### config.mk
export PLATFORM = sky130hd
export DESIGN_NAME = ddr2_cmd_mode
export DESIGN_NICKNAME = d
export VERILOG_FILES = /design/src/hdl/ddr2_pkg.sv /design/src/hdl/burst_order.sv /design/src/hdl/ddr2_cmd_mode.sv
export SDC_FILE = /design/constraint.sdc
export NUM_CORES = 1
export LEC_CHECK = 0
export BUFFER_PORTS_ARGS = -buffer_cell sky130_fd_sc_hd__buf_4
export CAP_MARGIN = 40
export CORE_MARGIN = 2
export CORE_UTILIZATION = 45
export DETAILED_ROUTE_END_ITERATION = 6
export PLACE_DENSITY = 0.64
export SYNTH_ARGS = -nofsm -noshare
export SYNTH_HDL_FRONTEND = slang
export SYNTH_SLANG_ARGS = --single-unit
export TNS_END_PERCENT = 30
### constraint.sdc
create_clock -name i_core_clk -period 3.8 [get_ports i_core_clk]
set_input_delay 0.19 -clock i_core_clk [delete_from_list [all_inputs] [get_ports i_core_clk]]
set_output_delay 0.19 -clock i_core_clk [all_outputs]
set_load 0.03 [all_outputs]
### src/hdl/ddr2_pkg.sv
// ddr2_pkg: constants, mode word layout, command codes and state carrier types
// assumes a single 100 MHz core clock and command pins that arrive asynchronous
//
// What this block does
// deselect or no-op registers nothing; running bursts and counters carry on
// load mode writes address bits into the register chosen by bank address; the block keeps only bank address 0 and ignores the rest
// activate opens the addressed row in the addressed bank until precharged
// controller precharges a bank before opening another row in it
// read starts a burst at the given column; A10 set precharges afterwards
// write starts a burst at the given column; A10 set precharges afterwards
// posted latency delays internal registration of read or write by that many clocks; settings above 6 are held at 6
// write beat with mask low is stored; mask high leaves the location unchanged
// precharge closes one or all banks; activation waits for the precharge period
// reads and writes to other banks are taken while a bank auto-precharges
// controller activates a precharged bank before reading or writing it
// precharge to idle or precharging bank restarts its precharge period
// refresh uses an internal row counter, ignores address, once per command
// refresh code with clock enable low enters self refresh
// delay loop is off in self refresh and back on, reset, on exit
// every load mode carries all fields; contents held until next load; with M7 high the block takes only the test bit
// mode bit M8 pulses the delay loop reset and clears itself
// bits M0-M2 give burst length four or eight for reads and writes
// burst stays in an aligned block of burst length and wraps at its edge
// bit M3 picks sequential or interleaved order within a burst
// interleave is start xor beat; sequential counts low bits within a nibble
// M7 low loads all fields; M7 high only enters test mode
// controller waits 200 clocks after a loop reset before any read
// bits M4-M6 give read latency three to seven whole clocks
// bits M9-M11 give write recovery two to eight clocks before auto precharge
// bit M12 picks fast or slow exit for active power-down only
// length code 010 is four, 011 is eight; type bit 0 sequential, 1 interleaved
package ddr2_pkg;

	// ------------------------------------------------------------
	// timing
	// ------------------------------------------------------------
	localparam int CLK_PERIOD_NS = 10;
	localparam int T_RP_NS = 15;
	localparam int RP_CYCLES = (T_RP_NS + CLK_PERIOD_NS - 1) / CLK_PERIOD_NS;
	localparam int CNT_W = 4;
	localparam logic [CNT_W-1:0] RP_CNT = CNT_W'(RP_CYCLES);
	localparam logic [CNT_W-1:0] WL_GAP = 4'h2;

	// ------------------------------------------------------------
	// widths and field positions
	// ------------------------------------------------------------
	localparam int BANKS = 8;
	localparam int BA_W = 3;
	localparam int ADDR_W = 14;
	localparam int ROW_W = 14;
	localparam int COL_W = 10;
	localparam int DQ_W = 8;
	localparam int PIPE_W = 8;
	localparam int AL_MAX = 6;
	localparam logic [2:0] AL_LIMIT = 3'(AL_MAX);
	localparam int AUTO_PRE_BIT = 10;
	localparam int TEST_BIT = 7;
	localparam int DLL_RST_BIT = 8;
	localparam logic [BA_W-1:0] MODE_SEL_MAIN = 3'h0;
	localparam logic [2:0] BL_CODE_4 = 3'h2;
	localparam logic [2:0] BL_CODE_8 = 3'h3;
	localparam logic [2:0] LAST_BEAT_4 = 3'h3;
	localparam logic [2:0] LAST_BEAT_8 = 3'h7;
	localparam logic BT_INTERLEAVE = 1'b1;

	// ------------------------------------------------------------
	// command codes on ras_n, cas_n, we_n
	// ------------------------------------------------------------
	localparam logic [2:0] CODE_NOP = 3'h7;
	localparam logic [2:0] CODE_MODE = 3'h0;
	localparam logic [2:0] CODE_ACT = 3'h3;
	localparam logic [2:0] CODE_RD = 3'h5;
	localparam logic [2:0] CODE_WR = 3'h4;
	localparam logic [2:0] CODE_PRE = 3'h2;
	localparam logic [2:0] CODE_REF = 3'h1;

	// ------------------------------------------------------------
	// types
	// ------------------------------------------------------------
	typedef struct packed {
		logic [3:0] rsvd;
		logic slow_pd;
		logic [2:0] wr;
		logic dll_rst;
		logic test;
		logic [2:0] cl;
		logic bt;
		logic [2:0] bl;
	} mode_t;

	localparam mode_t MODE_RESET = 17'h00000;

	typedef enum logic [7:0] {
		CMD_NOP = 8'h01,
		CMD_MODE = 8'h02,
		CMD_ACT = 8'h04,
		CMD_RD = 8'h08,
		CMD_WR = 8'h10,
		CMD_PRE = 8'h20,
		CMD_REF = 8'h40,
		CMD_SREF = 8'h80
	} cmd_t;

	typedef enum logic [3:0] {
		PH_IDLE = 4'h1,
		PH_WAIT = 4'h2,
		PH_BEAT = 4'h4,
		PH_RECOVER = 4'h8
	} phase_t;

	typedef struct packed {
		logic cs_n;
		logic ras_n;
		logic cas_n;
		logic we_n;
		logic cke;
		logic [BA_W-1:0] ba;
		logic [ADDR_W-1:0] addr;
		logic dm;
		logic [DQ_W-1:0] dq;
	} pins_t;

	typedef struct packed {
		logic valid;
		logic write;
		logic auto_pre;
		logic [BA_W-1:0] ba;
		logic [COL_W-1:0] col;
	} pend_t;

	typedef struct packed {
		pins_t s1;
		pins_t s2;
		phase_t phase;
		logic self_ref;
		logic dll_on;
		mode_t mode;
		logic [BANKS-1:0] open;
		logic [BANKS-1:0][ROW_W-1:0] row;
		logic [BANKS-1:0][CNT_W-1:0] rp_cnt;
		pend_t [AL_MAX-1:0] pend;
		logic b_write;
		logic b_auto;
		logic [BA_W-1:0] b_ba;
		logic [COL_W-1:0] b_col;
		logic [2:0] b_beat;
		logic [CNT_W-1:0] wait_cnt;
		logic [PIPE_W-1:0] rd_pipe;
		logic rd;
		logic wr;
		logic rd_valid;
		logic refresh;
		logic dll_reset;
		logic [BA_W-1:0] arr_bank;
		logic [ROW_W-1:0] arr_row;
		logic [COL_W-1:0] arr_col;
		logic [DQ_W-1:0] wdata;
		logic [ROW_W-1:0] ref_row;
	} state_t;

endpackage

### src/hdl/burst_order.sv
// burst_order: column offset of one beat inside the burst block
// assumes start and beat are stable in the cycle they are used; purely combinational
`timescale 1ns/1ps
module burst_order (
	input wire logic [2:0] i_start,
	input wire logic [2:0] i_beat,
	input wire logic i_len8,
	input wire logic i_interleave,
	output logic [2:0] o_offset
);

	// ------------------------------------------------------------
	// order
	// ------------------------------------------------------------
	logic [1:0] low;
	logic high;

	always_comb begin
		if (i_interleave) begin
			low = i_start[1:0] ^ i_beat[1:0];
		end else begin
			low = i_start[1:0] + i_beat[1:0];
		end
		// length four keeps A2 fixed, so the block never leaves its quad
		high = i_len8 ? (i_start[2] ^ i_beat[2]) : i_start[2];
		o_offset = {high, low};
	end

endmodule

### src/hdl/ddr2_cmd_mode.sv
// ddr2_cmd_mode: command decoder, bank tracker, burst engine and mode word
// assumes the controller keeps its own ordering and timing duties; pins are async
`timescale 1ns/1ps
module ddr2_cmd_mode (
	input wire logic i_core_clk,
	input wire logic i_rst_n,
	input wire logic i_cs_n,
	input wire logic i_ras_n,
	input wire logic i_cas_n,
	input wire logic i_we_n,
	input wire logic i_cke,
	input wire logic [ddr2_pkg::BA_W-1:0] i_ba,
	input wire logic [ddr2_pkg::ADDR_W-1:0] i_addr,
	input wire logic i_dm,
	input wire logic [ddr2_pkg::DQ_W-1:0] i_dq,
	input wire logic [2:0] i_posted_added_latency,
	output logic o_array_rd,
	output logic o_array_wr,
	output logic [ddr2_pkg::BA_W-1:0] o_array_bank,
	output logic [ddr2_pkg::ROW_W-1:0] o_array_row,
	output logic [ddr2_pkg::COL_W-1:0] o_array_col,
	output logic [ddr2_pkg::DQ_W-1:0] o_array_wdata,
	output logic o_rd_valid,
	output logic o_refresh,
	output logic [ddr2_pkg::ROW_W-1:0] o_refresh_row,
	output logic o_self_refresh,
	output logic o_dll_on,
	output logic o_dll_reset,
	output logic o_slow_exit_pd,
	output logic o_test_mode,
	output logic [ddr2_pkg::BANKS-1:0] o_bank_open,
	output ddr2_pkg::mode_t o_mode
);

	// ------------------------------------------------------------
	// declarations
	// ------------------------------------------------------------
	ddr2_pkg::state_t st;
	ddr2_pkg::state_t nx;
	ddr2_pkg::pins_t pin_now;
	ddr2_pkg::cmd_t cmd;
	ddr2_pkg::pend_t direct;
	ddr2_pkg::pend_t fire;
	logic [2:0] al;
	logic [2:0] ord_start;
	logic [2:0] ord_beat;
	logic [2:0] ord_off;
	logic [2:0] last_beat;
	logic [ddr2_pkg::CNT_W-1:0] wr_clocks;
	logic len8;

	// ------------------------------------------------------------
	// decode helpers
	// ------------------------------------------------------------
	function automatic ddr2_pkg::cmd_t decode(input ddr2_pkg::pins_t p);
		if (p.cs_n) begin
			return ddr2_pkg::CMD_NOP;
		end
		unique case ({p.ras_n, p.cas_n, p.we_n})
			ddr2_pkg::CODE_NOP: return ddr2_pkg::CMD_NOP;
			ddr2_pkg::CODE_MODE: return ddr2_pkg::CMD_MODE;
			ddr2_pkg::CODE_ACT: return ddr2_pkg::CMD_ACT;
			ddr2_pkg::CODE_RD: return ddr2_pkg::CMD_RD;
			ddr2_pkg::CODE_WR: return ddr2_pkg::CMD_WR;
			ddr2_pkg::CODE_PRE: return ddr2_pkg::CMD_PRE;
			ddr2_pkg::CODE_REF: return p.cke ? ddr2_pkg::CMD_REF : ddr2_pkg::CMD_SREF;
			default: return ddr2_pkg::CMD_NOP;
		endcase
	endfunction

	function automatic ddr2_pkg::state_t close_bank(
		input ddr2_pkg::state_t s,
		input logic [ddr2_pkg::BA_W-1:0] ba,
		input logic all
	);
		ddr2_pkg::state_t r;
		r = s;
		for (int i = 0; i < ddr2_pkg::BANKS; i++) begin
			if (all || ba == ddr2_pkg::BA_W'(i)) begin
				r.open[i] = 1'b0;
				// a repeat precharge simply restarts the count
				r.rp_cnt[i] = ddr2_pkg::RP_CNT;
			end
		end
		return r;
	endfunction

	// ------------------------------------------------------------
	// combinational views
	// ------------------------------------------------------------
	assign pin_now = '{
		cs_n: i_cs_n,
		ras_n: i_ras_n,
		cas_n: i_cas_n,
		we_n: i_we_n,
		cke: i_cke,
		ba: i_ba,
		addr: i_addr,
		dm: i_dm,
		dq: i_dq
	};

	assign cmd = st.self_ref ? ddr2_pkg::CMD_NOP : decode(st.s2);
	assign al = (i_posted_added_latency > ddr2_pkg::AL_LIMIT) ? ddr2_pkg::AL_LIMIT
		: i_posted_added_latency;
	assign len8 = (st.mode.bl == ddr2_pkg::BL_CODE_8);
	assign last_beat = len8 ? ddr2_pkg::LAST_BEAT_8 : ddr2_pkg::LAST_BEAT_4;
	assign wr_clocks = {1'b0, st.mode.wr} + 4'h1;

	assign direct = '{
		valid: (cmd == ddr2_pkg::CMD_RD) || (cmd == ddr2_pkg::CMD_WR),
		write: (cmd == ddr2_pkg::CMD_WR),
		auto_pre: st.s2.addr[ddr2_pkg::AUTO_PRE_BIT],
		ba: st.s2.ba,
		col: st.s2.addr[ddr2_pkg::COL_W-1:0]
	};
	// posted commands come out of the delay line, immediate ones straight in
	assign fire = (al == 3'h0) ? direct : st.pend[0];

	assign ord_start = fire.valid ? fire.col[2:0] : st.b_col[2:0];
	assign ord_beat = fire.valid ? 3'h0 : st.b_beat;

	burst_order u_order (
		.i_start(ord_start),
		.i_beat(ord_beat),
		.i_len8(len8),
		.i_interleave(st.mode.bt == ddr2_pkg::BT_INTERLEAVE),
		.o_offset(ord_off)
	);

	// ------------------------------------------------------------
	// next state
	// ------------------------------------------------------------
	always_comb begin
		nx = st;
		nx.s1 = pin_now;
		nx.s2 = st.s1;
		nx.rd = 1'b0;
		nx.wr = 1'b0;
		nx.refresh = 1'b0;
		nx.dll_reset = 1'b0;
		nx.mode.dll_rst = 1'b0;
		nx.rd_valid = st.rd_pipe[st.mode.cl - 3'h1];
		for (int i = 0; i < ddr2_pkg::BANKS; i++) begin
			if (st.rp_cnt[i] != '0) begin
				nx.rp_cnt[i] = st.rp_cnt[i] - 4'h1;
			end
		end
		for (int i = 0; i < ddr2_pkg::AL_MAX - 1; i++) begin
			nx.pend[i] = st.pend[i + 1];
		end
		nx.pend[ddr2_pkg::AL_MAX - 1] = '0;

		// commands
		if (st.self_ref) begin
			if (st.s2.cke) begin
				nx.self_ref = 1'b0;
				nx.dll_on = 1'b1;
				nx.dll_reset = 1'b1;
			end
		end else begin
			unique case (cmd)
				ddr2_pkg::CMD_NOP: begin
				end
				ddr2_pkg::CMD_MODE: begin
					if (st.s2.ba == ddr2_pkg::MODE_SEL_MAIN) begin
						if (st.s2.addr[ddr2_pkg::TEST_BIT]) begin
							nx.mode.test = 1'b1;
						end else begin
							// the whole word is taken every time
							nx.mode = ddr2_pkg::mode_t'({st.s2.ba, st.s2.addr});
							nx.dll_reset = st.s2.addr[ddr2_pkg::DLL_RST_BIT];
						end
					end
				end
				ddr2_pkg::CMD_ACT: begin
					if (!st.open[st.s2.ba] && st.rp_cnt[st.s2.ba] == '0) begin
						nx.open[st.s2.ba] = 1'b1;
						nx.row[st.s2.ba] = st.s2.addr[ddr2_pkg::ROW_W-1:0];
					end
				end
				ddr2_pkg::CMD_RD, ddr2_pkg::CMD_WR: begin
					if (al != 3'h0) begin
						nx.pend[al - 3'h1] = direct;
					end
				end
				ddr2_pkg::CMD_PRE: begin
					nx = close_bank(nx, st.s2.ba, st.s2.addr[ddr2_pkg::AUTO_PRE_BIT]);
				end
				ddr2_pkg::CMD_REF: begin
					if (st.open == '0) begin
						nx.refresh = 1'b1;
						nx.ref_row = st.ref_row + 14'h0001;
					end
				end
				ddr2_pkg::CMD_SREF: begin
					if (st.open == '0) begin
						nx.self_ref = 1'b1;
						nx.dll_on = 1'b0;
					end
				end
			endcase
		end

		// burst engine; other banks may start while one recovers
		if (fire.valid) begin
			if (st.phase == ddr2_pkg::PH_RECOVER) begin
				// new burst must not lose the pending close; lockout covers the rest of recovery
				nx = close_bank(nx, st.b_ba, 1'b0);
				nx.rp_cnt[st.b_ba] = st.wait_cnt + ddr2_pkg::RP_CNT;
			end
			nx.b_write = fire.write;
			nx.b_auto = fire.auto_pre;
			nx.b_ba = fire.ba;
			nx.b_col = fire.col;
			nx.arr_bank = fire.ba;
			nx.arr_row = st.row[fire.ba];
			if (fire.write) begin
				nx.phase = ddr2_pkg::PH_WAIT;
				nx.wait_cnt = {1'b0, st.mode.cl} - ddr2_pkg::WL_GAP;
				nx.b_beat = 3'h0;
			end else begin
				nx.rd = 1'b1;
				nx.arr_col = {fire.col[ddr2_pkg::COL_W-1:3], ord_off};
				nx.b_beat = 3'h1;
				nx.phase = ddr2_pkg::PH_BEAT;
			end
		end else begin
			unique case (st.phase)
				ddr2_pkg::PH_IDLE: begin
				end
				ddr2_pkg::PH_WAIT: begin
					if (st.wait_cnt == '0) begin
						nx.phase = ddr2_pkg::PH_BEAT;
					end else begin
						nx.wait_cnt = st.wait_cnt - 4'h1;
					end
				end
				ddr2_pkg::PH_BEAT: begin
					nx.arr_col = {st.b_col[ddr2_pkg::COL_W-1:3], ord_off};
					if (st.b_write) begin
						nx.wr = !st.s2.dm;
						nx.wdata = st.s2.dq;
					end else begin
						nx.rd = 1'b1;
					end
					nx.b_beat = st.b_beat + 3'h1;
					if (st.b_beat == last_beat) begin
						if (!st.b_auto) begin
							nx.phase = ddr2_pkg::PH_IDLE;
						end else if (st.b_write) begin
							nx.phase = ddr2_pkg::PH_RECOVER;
							nx.wait_cnt = wr_clocks;
						end else begin
							nx = close_bank(nx, st.b_ba, 1'b0);
							nx.phase = ddr2_pkg::PH_IDLE;
						end
					end
				end
				ddr2_pkg::PH_RECOVER: begin
					if (st.wait_cnt == 4'h1) begin
						nx = close_bank(nx, st.b_ba, 1'b0);
						nx.phase = ddr2_pkg::PH_IDLE;
					end else begin
						nx.wait_cnt = st.wait_cnt - 4'h1;
					end
				end
			endcase
		end
		nx.rd_pipe = {st.rd_pipe[ddr2_pkg::PIPE_W-2:0], nx.rd};
	end

	// ------------------------------------------------------------
	// state register
	// ------------------------------------------------------------
	always_ff @(posedge i_core_clk or negedge i_rst_n) begin
		if (!i_rst_n) begin
			st <= '0;
			st.phase <= ddr2_pkg::PH_IDLE;
			// synchroniser idles deselected, else all-zero pins decode as a load mode
			st.s1.cs_n <= 1'b1;
			st.s2.cs_n <= 1'b1;
			st.s1.cke <= 1'b1;
			st.s2.cke <= 1'b1;
			st.dll_on <= 1'b1;
			st.mode <= ddr2_pkg::MODE_RESET;
		end else begin
			st <= nx;
		end
	end

	// ------------------------------------------------------------
	// outputs
	// ------------------------------------------------------------
	assign o_array_rd = st.rd;
	assign o_array_wr = st.wr;
	assign o_array_bank = st.arr_bank;
	assign o_array_row = st.arr_row;
	assign o_array_col = st.arr_col;
	assign o_array_wdata = st.wdata;
	assign o_rd_valid = st.rd_valid;
	assign o_refresh = st.refresh;
	assign o_refresh_row = st.ref_row;
	assign o_self_refresh = st.self_ref;
	assign o_dll_on = st.dll_on;
	assign o_dll_reset = st.dll_reset;
	// power-down exit choice is only reported; entry lives elsewhere
	assign o_slow_exit_pd = st.mode.slow_pd;
	assign o_test_mode = st.mode.test;
	assign o_bank_open = st.open;
	assign o_mode = st.mode;
endmodule

== Word level (Yosys, flattened, before mapping) ==
Cells that the tools add are included.
Operators by class
  order comparisons: 9
  mux-type cells: 137
  bitwise gates (word level): 3
  reductions and logical operators: 34
  equal/unequal tests: 35
  add/subtract/negate cells: 17
Operators by type and width (number)
  355-bit two-way mux: 2
  332-bit two-way mux: 2
  285-bit case mux with 2 select lines: 1
  299-bit two-way mux: 1
  289-bit two-way mux: 1
  266-bit two-way mux: 1
  120-bit case mux with 2 select lines: 1
  4-bit two-way mux: 49
  96-bit two-way mux: 2
  120-bit two-way mux: 1
  112-bit bitwise mux: 1
  96-bit bitwise mux: 1
  14-bit two-way mux: 5
  62-bit two-way mux: 1
  16-bit demux with 3-bit select: 1
  8-bit case mux with 6 select lines: 1
  14-bit binary-select mux with 3-bit select: 1
  14-bit demux with 3-bit select: 1
  8-bit two-way mux: 5
  4-bit nonzero test: 9
  4-bit by 1-bit subtractor with 4-bit output (second input constant): 9
  17-bit two-way mux: 2
  1-bit two-way mux: 33
  32-bit bitwise mux: 1
  other kinds (51): 103
Word-level totals
  output and inout bits: 83
  register bits after elaboration: 417
  bits of input ports: 36
  word-level logic and storage cells: 328

== Longest topological paths before layout ==
Gate-level depths: netlist of the first run.
  word-level depth: 18
  mapped depth: 14
  mapped depth without buffers: 12

== Modules after synthesis ==
From an unflattened synthesis of the first run, not the netlist that was laid out.
Second synthesis, totals
  cell total of the unflattened synthesis: 1423
  area total of the unflattened synthesis: 18242.5 um2
By module, submodules not included
  ddr2_cmd_mode: area an instance 18186.2 um2, instances 1, cells an instance 1416, sequential area each 10417.5 um2
  burst_order: area an instance 56.3 um2, instances 1, cells an instance 7, sequential area each 0.0 um2

== Worst setup path after synthesis of the first run ==
No wires, ideal clock.
  kind: input to register
  from: input port i_posted_added_latency[0]
  to: register st (netlist bit o_array_col[1])
  slack: 0.379 ns
  stages on the path: 14
  required time: 3.675 ns
  arrival: 3.296 ns
  cell sequence: a21boi_0 -> inv_1 -> ha_1 -> ha_1 -> clkbuf_1 -> a21oi_1 -> buf_2 -> clkbuf_1 -> clkbuf_1 -> o21ai_0 -> ha_1 -> nor2b_1 -> xnor3_1 -> mux2_2
On the way
  word-level cells in the longest chain between the ends: 11
RTL lines
  start, declared: RTL line ddr2_cmd_mode.sv:16  | input wire logic [2:0] i_posted_added_latency,
  3-bit greater-than comparator: RTL line ddr2_cmd_mode.sv:104  | assign al = (i_posted_added_latency > ddr2_pkg::AL_LIMIT) ? ddr2_pkg::AL_LIMIT
  3-bit two-way mux (*): RTL line ddr2_cmd_mode.sv:104
  3-bit zero test (*): RTL line ddr2_cmd_mode.sv:118  | assign fire = (al == 3'h0) ? direct : st.pend[0];
  16-bit two-way mux (*): RTL line ddr2_cmd_mode.sv:118
  3-bit two-way mux (on tied branches): RTL line ddr2_cmd_mode.sv:120, ddr2_cmd_mode.sv:121
  2-bit adder or 2-bit XOR (tied branches): RTL line burst_order.sv:22, burst_order.sv:20
  2-bit two-way mux: RTL line burst_order.sv:19  | if (i_interleave) begin
  332-bit two-way mux: RTL line ddr2_cmd_mode.sv:249  | if (!st.b_auto) begin
  355-bit two-way mux: RTL line ddr2_cmd_mode.sv:248  | if (st.b_beat == last_beat) begin
  62-bit two-way mux
  355-bit two-way mux (*): RTL line ddr2_cmd_mode.sv:206  | if (fire.valid) begin
  end signal, assigned: RTL line ddr2_cmd_mode.sv:288  | st <= nx;
  end, declared: RTL line ddr2_cmd_mode.sv:38  | ddr2_pkg::state_t st;
Mark *: on every way between the ends. The rest lies on a longest branch, timed or not. The select of a mux whose other input is x is not followed.
A chain may end at the register's enable or synchronous reset.

== Worst setup path in the final report of the first run ==
  from: register st (netlist bit direct[10])
  to: register st[263] (netlist bit)
On the way
  word-level cells in the longest chain between the ends: 13
RTL lines
  3-bit by 4-bit < comparator with 1-bit output (implied by the code) or 3-bit by 1-bit >= comparator with 1-bit output (tied branches): RTL line ddr2_cmd_mode.sv:179  | nx.row[st.s2.ba] = st.s2.addr[ddr2_pkg::ROW_W-1:0];
  1-bit logical AND (implied by the code): RTL line ddr2_cmd_mode.sv:179
  14-bit two-way mux (implied by the code): RTL line ddr2_cmd_mode.sv:179
  14-bit demux with 3-bit select: RTL line ddr2_cmd_mode.sv:179
  112-bit bitwise mux: RTL line ddr2_cmd_mode.sv:179
  120-bit two-way mux (*): RTL line ddr2_cmd_mode.sv:177  | if (!st.open[st.s2.ba] && st.rp_cnt[st.s2.ba] == '0) begin
  120-bit case mux with 2 select lines (*): RTL line ddr2_cmd_mode.sv:162  | unique case (cmd)
  299-bit two-way mux (*): RTL line ddr2_cmd_mode.sv:155  | if (st.self_ref) begin
  266-bit two-way mux: RTL line ddr2_cmd_mode.sv:251  | end else if (st.b_write) begin
  332-bit two-way mux: RTL line ddr2_cmd_mode.sv:249
  355-bit two-way mux: RTL line ddr2_cmd_mode.sv:248
  285-bit case mux with 2 select lines: RTL line ddr2_cmd_mode.sv:229  | unique case (st.phase)
  355-bit two-way mux (*): RTL line ddr2_cmd_mode.sv:206
Marks and branches as above.

==> results of run 1 <==
## state kept, by name, indices dropped and copies added (netlist names), 3 cells and up
name,cells
st,315
o_mode,15
o_array_col,10
o_refresh_row,14
nx,7
o_bank_open,8
direct,14
o_array_bank,3
o_array_wdata,8
o_array_row,14
## power groups by stage
| stage | Sequential (uW) | Clock [uW] | Combinational (uW) |
|---|---|---|---|
| after detailed placement | 5800 | 0 | 3540 |
| after global placement | 5770 | 0 | 3430 |
| final | 5730 | 4490 | 3570 |
| after global routing | 5820 | 4780 | 3930 |
| after floorplan | 5560 | 0 | 2780 |
| after CTS | 5720 | 4590 | 3590 |
## area by class of cell
type	instances	area, um2
clock buffers	66	1340
well taps	532	666
inverters	32	120
clock inverters	16	198
flip-flops and latches	416	10400
multi-input cells	838	7060
repair buffers	189	1580
fillers	3401	19300
## synthesized netlist by cell type, types with 5 or more instances
library cell	instances
or2_2	5
mux2_2	201
dfstp_2	6
clkbuf_1	45
a22oi_1	6
o22ai_1	11
inv_1	32
a21oi_1	47
buf_2	15
mux4_2	30
and2_1	22
a211oi_1	6
nand3_1	12
o221a_2	7
or3b_2	7
nor2_1	69
xor2_1	15
xnor2_1	13
o32a_1	5
o21ai_0	41
and3_1	6
o211ai_1	21
nand2b_1	7
ha_1	22
buf_1	7
mux2i_1	39
nor2b_1	6
nand4_1	5
buf_4	77
dfrtp_1	410
mux2_4	18
nand2_1	99
nand3b_1	7
nor3_1	38
## final timing paths
kind                                           start   endpoint  slack [ps]  cells past startpoint
max                                       direct[10]    st[263]         780                      7
min                        i_posted_added_latency[1]    st[179]         200                      2
max reg2reg                               direct[10]    st[263]         780                      7
min reg2reg                                  st[404]  direct[9]         340                      0
max in group asynchronous                    i_rst_n    st[381]        2580                      3
min in group asynchronous                    i_rst_n    st[386]         240                      2
## cells by family (layout without fill, tap and decap cells)
| logic type | count (synthesis) | in the layout | synth area share [%] |
|---|---|---|---|
| buf+inv | 180 | 303 | 5.50 |
| flops | 416 | 416 | 56.5 |
| compound gates | 181 | 181 | 6.54 |
| xor+xnor | 29 | 29 | 1.45 |
| mux | 289 | 289 | 19.6 |
| fa+ha+maj | 22 | 22 | 1.49 |
| simple gates | 317 | 317 | 8.91 |
## per-layer routing
layer  vias up  GRT usage, %  part of all wire, %
li1       5193             -                    -
met1      5901          27.7                   45
met2       227          33.3                   49
met3        51          3.72                  3.9
met4         0          5.05                  1.8
met5         -             0                    0
## through the flow
step                      cell area (um2)  utilization [%]  std cells
after global routing                21400             52.6       2089
after floorplan                     18400                -       1434
after global placement              19500             47.9       1972
after detailed placement            19500             48.0       1975
final                               21400             52.6       2089
after CTS                           21400             52.6       2089
## critical path, stage by stage, from the launching register on
cell and delay (ps):
dfrtp_1 690, buf_4 300, o21a_1 140, a31oi_1 100
or4_4 640, a211o_1 490, buf_8 230, mux2_4 300
## what timing repair did
action,4_1_cts,5_1_grt
hold buffers,32,0
setup endpoints to repair,0,0
endpoints found under the hold margin,116,0
## placed cells by master (no fill, tap or decap), types with 32 or more instances in the layout
master         Yosys  layout
dfrtp_1          410     410
mux2_2           201     201
buf_4             77     150
nand2_1           99      99
nor2_1            69      69
a21oi_1           47      46
clkbuf_16          0      46
o21ai_0           41      41
nor3_1            38      38
mux2i_1           39      36
inv_1             32      32
dlygate4sd3_1      0      32
==> metrics.md, run 1 <==
| Metric | Value |
|---|---|
| Run status | completed |
| Setup skew after layout | 11.9 ps |
| Maximum VDD drop | 0.322 mV |
| Row Count | 74 |
| Portion of the post-synthesis area used by sequential elements | 56.5% |
| Unrepaired setup endpoints after global routing | no |
| Syn Area/Cell | 12.9 um2 |
| Total Power Consumption | 13800 uW |
| Number of antenna-violating nets in the routed design | 0 |
| Synth Register Bits | 416 |
| Crit path max fanout | 15 |
| Number of synthesized flops with an enable pin | 0 |
| Routability cong. | between 0.8 and 0.9 |
| Minimum setup slack after placement | 443 ps |
| FMAX | 331 MHz |
| Static leakage | 0.0102 uW |
| Via count of the first global-routing pass | 11600 |
| TritonCTS clock tree | done |
| Final period util | 79.5% |
| Launching element type of the critical path | register |
| Synth Warn # | 0 |
| Worst hold slack after final layout | 195 ps |
| Net switching share of the total power | 31.9% |
| Accumulated negative setup slack | 0 ps |
| Post-Syn Area | ~18000 um2 |
| Total nets after synthesis | 1492 |
| Switching Power | 4400 uW |
| Most area-hungry cell type in the Yosys netlist | dfrtp_1 |
| Register share of total power | 41.5% |
| Count of buffers from port buffering | between 100 and 150 |
| Grt total ovfl | 0 |
| Vias | 11400 |
| Required time of the critical path | around 4200 ps |
| Total Die Area | 42600 um2 |
| Global-route total usage across every layer | 20.2% |
| Final routed DRC violation total | 0 |
| Worst Slack Setup Final | 778 ps |
| Internal power | roughly 9400 uW |
| Cells after Synth | 1434 |
| Clock slew at reported path FFs | 60 ps |
| Fraction of final layout cells with drive strength greater than 1 | around 34% |
| Vertical die dimension | 206 um |
| Cts bufs inserted | 45 |
| Initial standard-cell utilization of the core | 45.3% |
| Clock insertion delay at the later pin of the skew report | 560 ps |
| Combinational fraction of design power | 25.9% |
| Number of maximum-capacitance constraint violations | 0 |
| Maximum buffer depth of the clock tree | 3 |
| Area share of the leading cell type in the synthesized netlist | 55.7% |
| Unique cell type count in the Yosys netlist | 71 |
| Pins over their slew limit | 0 |
| Fin nets | 1580 |
| Worst hold path class | primary input to register |
| Area grow syn2layout | 16.0% |
| Maximum number of pins on one net before global-route repair | 95 |
| Setup Viol. Count Final | 0 |
| Part of the total power dissipated in the clock network | 32.6% |
| Die X | 206 um |
| Worst Setup Path Type | register to register |
| Number of detailed-routing iterations run before antenna repair | 6 |
| Hold violation total from the final report | 0 |
| Buffer cell driving the clock tree root | clkbuf_16 |
| Max H-tree Level | 2 |
| Final wirelength | 42000 um |
| Wire length of the first global-routing pass | 66600 um |
| Critical path endpoint category | register |
| TritonCTS sink count | 416 |
| Num ports | approximately 120 |
| Leading cell types by total area after synthesis | dfrtp_1 (56%), mux2_2 (12%), mux4_2 (3.7%) |
| Routed WL per cell | between 20 and 25 um |
| Placeable core region | ~41000 um2 |
| Vias per inst | between 5 and 6 |
| Post-synth ARST share | 100% |
| Number of DRC violations after detailed-routing iteration 0 | ~780 |
| HPWL after detailed placement | roughly 27000 um |
| Post-cts sizing count | 0 |
| Dominant register cell in the synthesized netlist | dfrtp_1 |
| Initial antenna violation count | 0 |
| Post-CTS repair timing setup buffer count | 0 |
| Tmin final | 3020 ps |
| Worst Path Arrival | 3470 ps |
| Number of antenna diodes | 0 |
| Actual transition at the worst max-transition pin | just over 800 ps |
| Slew Limit Headroom | between 40 and 50% |
| Power density over the cells | around 650 nW/um2 |
(Power assumes the default switching activity.)
==> run 2: changes to the inputs <==
==> constraint.sdc (replaced) <==
create_clock -name i_core_clk -period 3.1 [get_ports i_core_clk]
set_input_delay 0.155 -clock i_core_clk [delete_from_list [all_inputs] [get_ports i_core_clk]]
set_output_delay 0.155 -clock i_core_clk [all_outputs]
set_load 0.03 [all_outputs]
==> run 2 against run 1 <==
Critical path depth is the same. Total power rose by 21%. Sequential share of layout area down 0.26 points. Count of clock-buffer cells in the layout shrank 5. Sequential power increased by 22%. Clock power rose by 16%.
==> metrics.md, run 2 (synthesis results as in run 1) <==
| Metric | Value |
|---|---|
| Initial standard-cell utilization of the core | 45.3% |
| Number of standard cells in the layout, taps in and fillers out | 2107 |
| Number of flip-flops in the largest register | 315 |
| Clock slew at reported path FFs | 60 ps |
| Total Die Area | 42600 um2 |
| Setup Viol. Count Final | 0 |
| Power density over the cells | 774 nW/um2 |
| Worst hold slack after final layout | 60.0 ps |
| Part of the total power dissipated in the clock network | 31.3% |
| Fin nets | about 1600 |
| Critical path endpoint category | register |
| Grt total ovfl | 0 |
| Maximum number of pins on one net before global-route repair | 98 |
| Vias | roughly 11000 |
| Worst Setup Path Type | register to register |
| Combined buffer and inverter count along the critical path | 2 |
| Number of maximum-capacitance constraint violations | 0 |
| Maximum buffer depth of the clock tree | 3 |
| Commonest non-fill, non-tap cells in the layout | dfrtp_1 (410), mux2_2 (201), buf_4 (167) |
| Placeable core region | 40600 um2 |
| Largest incremental delay on the critical path | 540 ps |
| Crit path cell chain | buf_4 -> nand2b_1 -> a21oi_1 -> or4_4 -> a211oi_4 -> buf_12 -> mux2_2 |
| Actual transition at the worst max-transition pin | 803 ps |
| Row Count | 74 |
| Number of antenna diodes | 0 |
| Number of detailed-routing iterations run before antenna repair | 5 |
| Filler instances | 3380 |
| HPWL after detailed placement | roughly 27000 um |
| Combinational fraction of design power | between 20% and 30% |
| Buffer cell driving the clock tree root | clkbuf_16 |
| Max H-tree Level | 2 |
| Internal power | 11300 uW |
| Final wirelength | 41600 um |
| FMAX | 372 MHz |
| Kind of cell with the highest combined delay on the critical path | simple AND/OR/NAND/NOR gates |
| Wire length of the first global-routing pass | roughly 65000 um |
| Run status | completed |
| Cts bufs inserted | 45 |
| Post-CTS repair timing setup buffer count | 0 |
| Fraction of final layout cells with drive strength greater than 1 | 34.4% |
| Required time of the critical path | 3540 ps |
| Global-route total usage across every layer | roughly a fifth |
| Worst-path cell with the longest stage delay | dfrtp_1 |
| Dpl cells | 1997 |
| Die X | 206 um |
| Maximum VDD drop | around 0.39 mV |
| Unrepaired setup endpoints after global routing | no |
| Final period util | 86.7% |
| Vias per inst | 5.42 |
| Clock insertion delay at the later pin of the skew report | 570 ps |
| Routability cong. | 0.851 |
| Worst Path Arrival | 3120 ps |
| Number of instances on the worst hold path | 3 |
| Switching Power | 5330 uW |
| Final routed DRC violation total | 0 |
| Routed WL per cell | just under 20 um |
| Register share of total power | 41.9% |
| Launching element type of the critical path | register |
| Worst hold path class | primary input to register |
| Post-cts sizing count | 0 |
| Pins over their slew limit | 0 |
| Reg2Reg Depth | 7 |
| Initial antenna violation count | 0 |
| Setup skew after layout | 15.5 ps |
| Most common cell after layout, fill and taps aside | dfrtp_1 |
| Via count of the first global-routing pass | 11500 |
| Slew Limit Headroom | 46.5% |
| Critical path depth | 7 |
| Tmin final | 2690 ps |
| Number of DRC violations after detailed-routing iteration 0 | 711 |
| Accumulated negative setup slack | 0 ps |
| Crit path max fanout | 15 |
| TritonCTS clock tree | done |
| Hold violation total from the final report | 0 |
| Vertical die dimension | 206 um |
| Num ports | 119 |
| Static leakage | roughly 0.010 uW |
| Count of buffers from port buffering | 118 |
| Number of antenna-violating nets in the routed design | 0 |
| Cts hold-fix bufs | 32 |
| TritonCTS sink count | 416 |
| Net switching share of the total power | about 32% |
| Biggest register | st |
| Area grow syn2layout | 16.6% |
==> run 2: changes by cell type in the layout (fill, tap and decap cells not counted), sizes merged <==
cell,change
clkinvlp,+1
clkbuf,-5
bufinv,-1
inv,+3
clkinv,-2
buf,+22
==> run 2: metrics by stage <==
stage	power (uW)	utilization (%)	worst slack, ps	cell area (um2)
after floorplan	10200	-	82.3	18400
after global routing	17500	52.9	243	21500
after global placement	11300	48.6	215	19800
after CTS	16800	52.9	409	21500
final	16600	52.9	413	21500
after detailed placement	11500	48.6	116	19800
==> run 2: worst paths after layout <==
check,start,to,slack [ps]
worst max-delay path,direct[10],st[241],410
worst min-delay path,i_posted_added_latency[1],st[179],60
worst max register to register,direct[10],st[241],410
worst min register to register,st[397],direct[2],340
max in group asynchronous,i_rst_n,st[412],1830
min in group asynchronous,i_rst_n,st[392],220
==> run 2: cell type report <==
class | instances | area, um2 | area share (%)
Clock buffer | 61 | 1250 | 5.80
Inverter | 32 | 120 | 0.559
Multi-Input combinational cell | 838 | 7060 | 32.8
Timing Repair Buffer | 211 | 1810 | 8.42
Sequential cell | 416 | 10400 | 48.5
Tap cell | 532 | 666 | 3.10
Clock inverter | 17 | 176 | 0.821
==> run 2: power by group through the flow <==
stage,Combinational [uW],Sequential (uW),Clock [uW]
CTS,4480,6970,5350
global placement,4320,7020,0
finish,4460,6970,5210
detailed placement,4430,7060,0
floorplan,3410,6810,0
global route,4890,7080,5570
==> run 2: tightest hold or removal path, delay by kind of cell <==
| kind | cells | cell delay (ps) |
|---|---|---|
| and+or+nand+nor | 1 | 130 |
| buffers and inverters | 2 | 290 |
==> run 2: per-layer routing <==
layer	global-route usage, %	share of wire, %
met1	27.0	45
met2	33.3	49
met3	3.00	3.7
met4	5.92	2.3
met5	0	0
==> run 3: changes to the inputs <==
--- a/config.mk
+++ b/config.mk
@@ -7,10 +7,12 @@
 export LEC_CHECK = 0
 export BUFFER_PORTS_ARGS = -buffer_cell sky130_fd_sc_hd__buf_4
 export CAP_MARGIN = 40
+export CELL_PAD_IN_SITES_DETAIL_PLACEMENT = 1
+export CELL_PAD_IN_SITES_GLOBAL_PLACEMENT = 2
 export CORE_MARGIN = 2
-export CORE_UTILIZATION = 45
+export CORE_UTILIZATION = 43
 export DETAILED_ROUTE_END_ITERATION = 6
-export PLACE_DENSITY = 0.64
+export PLACE_DENSITY = 0.82
 export SYNTH_ARGS = -nofsm -noshare
 export SYNTH_HDL_FRONTEND = slang
 export SYNTH_SLANG_ARGS = --single-unit
==> run 3 against run 2 <==
Core utilization shrank 1.4 points. Clock skew grew 13 ps. Sequential share of layout area shrank 0.41 points. Register-to-register slack lost 30 ps. First-iteration DRC count shrank 8.3%. Non-clock buffer count grew 4. Sequential power is essentially flat. Combinational power grew 3%. Worst setup slack lost 32 ps. Global-route usage grew 1.9 points. Wire length grew 12%.
==> metrics.md, run 3 (synthesis results as in run 1) <==
| Metric | Value |
|---|---|
| Number of DRC violations after detailed-routing iteration 0 | 652 |
| Setup skew after layout | 28.1 ps |
| Initial antenna violation count | 1 |
| Final routed DRC violation total | 0 |
| Vias | ~12000 |
| Worst Slack Setup Final | about 380 ps |
| Static leakage | approximately 0.010 uW |
| Timing endpoint of the critical path | st[249] |
| Number of flip-flops in the largest register | between 300 and 400 |
| Minimum setup slack after placement | between 200 and 250 ps |
| Routability cong. | 0.815 |
| Part of the total power dissipated in the clock network | 33.0% |
| Critical path endpoint category | register |
| Pins over their slew limit | 0 |
| Hold path start | i_posted_added_latency[1] |
| Routed WL per cell | 22.0 um |
| Crit path max fanout | 14 |
| Placeable core region | about 42000 um2 |
| Maximum buffer depth of the clock tree | 3 |
| Buffer cell driving the clock tree root | clkbuf_16 |
| Total Die Area | between 40000 and 50000 um2 |
| Cts hold-fix bufs | 32 |
| Initial standard-cell utilization of the core | 43.7% |
| Worst hold path class | primary input to register |
| Combinational fraction of design power | a little over a quarter |
| Combined area of the multi-input logic cells | 7060 um2 |
| TritonCTS clock tree | done |
| Internal power | around 12000 uW |
| Switching Power | 5520 uW |
| Num ports | ~120 |
| Post-CTS repair timing setup buffer count | 0 |
| Die X | 211 um |
| Required time of the critical path | between 3000 and 4000 ps |
| Cts bufs inserted | 46 |
| Launching element type of the critical path | register |
| Area grow syn2layout | 17.6% |
| FMAX | around 370 MHz |
| Number of standard cells in the layout, taps in and fillers out | roughly 2100 |
| Dpl cells | 2008 |
| Tmin final | about 2700 ps |
| Worst Setup Path Type | register to register |
| Setup Viol. Count Final | 0 |
| Accumulated negative setup slack | 0 ps |
| Register share of total power | 40.5% |
| Number of antenna diodes | 0 |
| Run status | completed |
| Most common cell after layout, fill and taps aside | dfrtp_1 |
| Via count of the first global-routing pass | ~13000 |
| Unrepaired setup endpoints after global routing | no |
| Biggest register | st |
| HPWL after detailed placement | 30700 um |
| Clock insertion delay at the later pin of the skew report | 580 ps |
| Count of buffers from port buffering | 118 |
| Wire length of the first global-routing pass | 74800 um |
| Hold violation total from the final report | 0 |
| Max H-tree Level | 2 |
| Vertical die dimension | 211 um |
| Worst Path Arrival | between 3000 and 4000 ps |
| Final period util | 87.7% |
| Row Count | 75 |
| Number of antenna-violating nets in the routed design | 0 |
| Capture point of the worst reg-to-reg path | st[249] |
| Launch point of the critical path | direct[10] |
| Power density over the cells | 797 nW/um2 |
| Slew Limit Headroom | 44.1% |
| Commonest non-fill, non-tap cells in the layout | dfrtp_1 (410), mux2_2 (201), buf_4 (174) |
| Number of maximum-capacitance constraint violations | 0 |
| Filler instances | 4241 |
| Reg2Reg Depth | 6 |
| Fraction of final layout cells with drive strength greater than 1 | 35.0% |
| Global-route total usage across every layer | a little over a fifth |
| Post-route core utilization | 51.4% |
| Number of detailed-routing iterations run before antenna repair | 5 |
| Post-cts sizing count | 0 |
| Clock slew at reported path FFs | 60 ps |
| Net switching share of the total power | 32.0% |
| Reg-to-reg setup timing slack | roughly 380 ps |
| Total area of sequential cells | between 10000 and 15000 um2 |
| Worst R2R Start | direct[10] |
| Worst hold slack after final layout | 160 ps |
| Maximum number of pins on one net before global-route repair | 84 |
| Maximum VDD drop | between 0.5 and 0.6 mV |
| Vias per inst | ~5.5 |
| Actual transition at the worst max-transition pin | 836 ps |
| Fin nets | 1607 |
| Grt total ovfl | 0 |
| TritonCTS sink count | 416 |
| Final wirelength | ~47000 um |
==> run 3: cell types whose count changed in the layout (fill, tap and decap cells not counted), moves of 3 or more <==
cell and change:
inv_6 -3, buf_4 +7, buf_12 -3, clkbuf_8 +5
==> run 3: layer usage <==
metal  wire (um)  global-route usage (%)  share of wire, %
met5           0                       0                 0
met4         787                    5.46               1.7
met3        1610                    3.14               3.4
met2       23600                    37.5                50
met1       20800                    29.3                44
==> run 3: how the worst min path moves through the flow <==
stage	depth (start not counted)	slack (ps)	endpoint
floorplan	0	-140	direct[0]
global placement	1	230	st[187]
detailed placement	1	240	st[187]
CTS	2	150	st[179]
global route	2	190	st[179]
finish	2	160	st[179]
==> run 3: through the flow <==
step	cell area [um2]	power, uW
2_1_floorplan	18400	10200
3_3_place_gp	19800	11400
3_5_place_dp	19800	11600
4_1_cts	21700	17400
5_1_grt	21700	18200
6_report	21700	17300
==> run 3: layout make-up <==
type                       instances  share of cell area, %
sequential                       416                   48.1
timing repair buffer             215                   8.31
inverter                          32                  0.554
clock inverter                    19                   1.13
multi-input combinational        838                   32.6
clock buffer                      66                   6.26
tap                              539                   3.11
==> run 3: worst max-delay path, cell delays in order (launching register included) <==
cell      delay [ps]
dfrtp_1          650
nand2b_1         300
a21oi_1          100
or4_4            560
a211oi_4         390
buf_12           210
mux2_2           350
==> run 3: power groups by stage <==
| stage | combinational, uW | clock [uW] | sequential, uW |
|---|---|---|---|
| global placement | 4390 | 0 | 7040 |
| floorplan | 3410 | 0 | 6810 |
| finish | 4580 | 5690 | 6990 |
| CTS | 4620 | 5820 | 7000 |
| detailed placement | 4540 | 0 | 7090 |
| global route | 5030 | 6040 | 7120 |
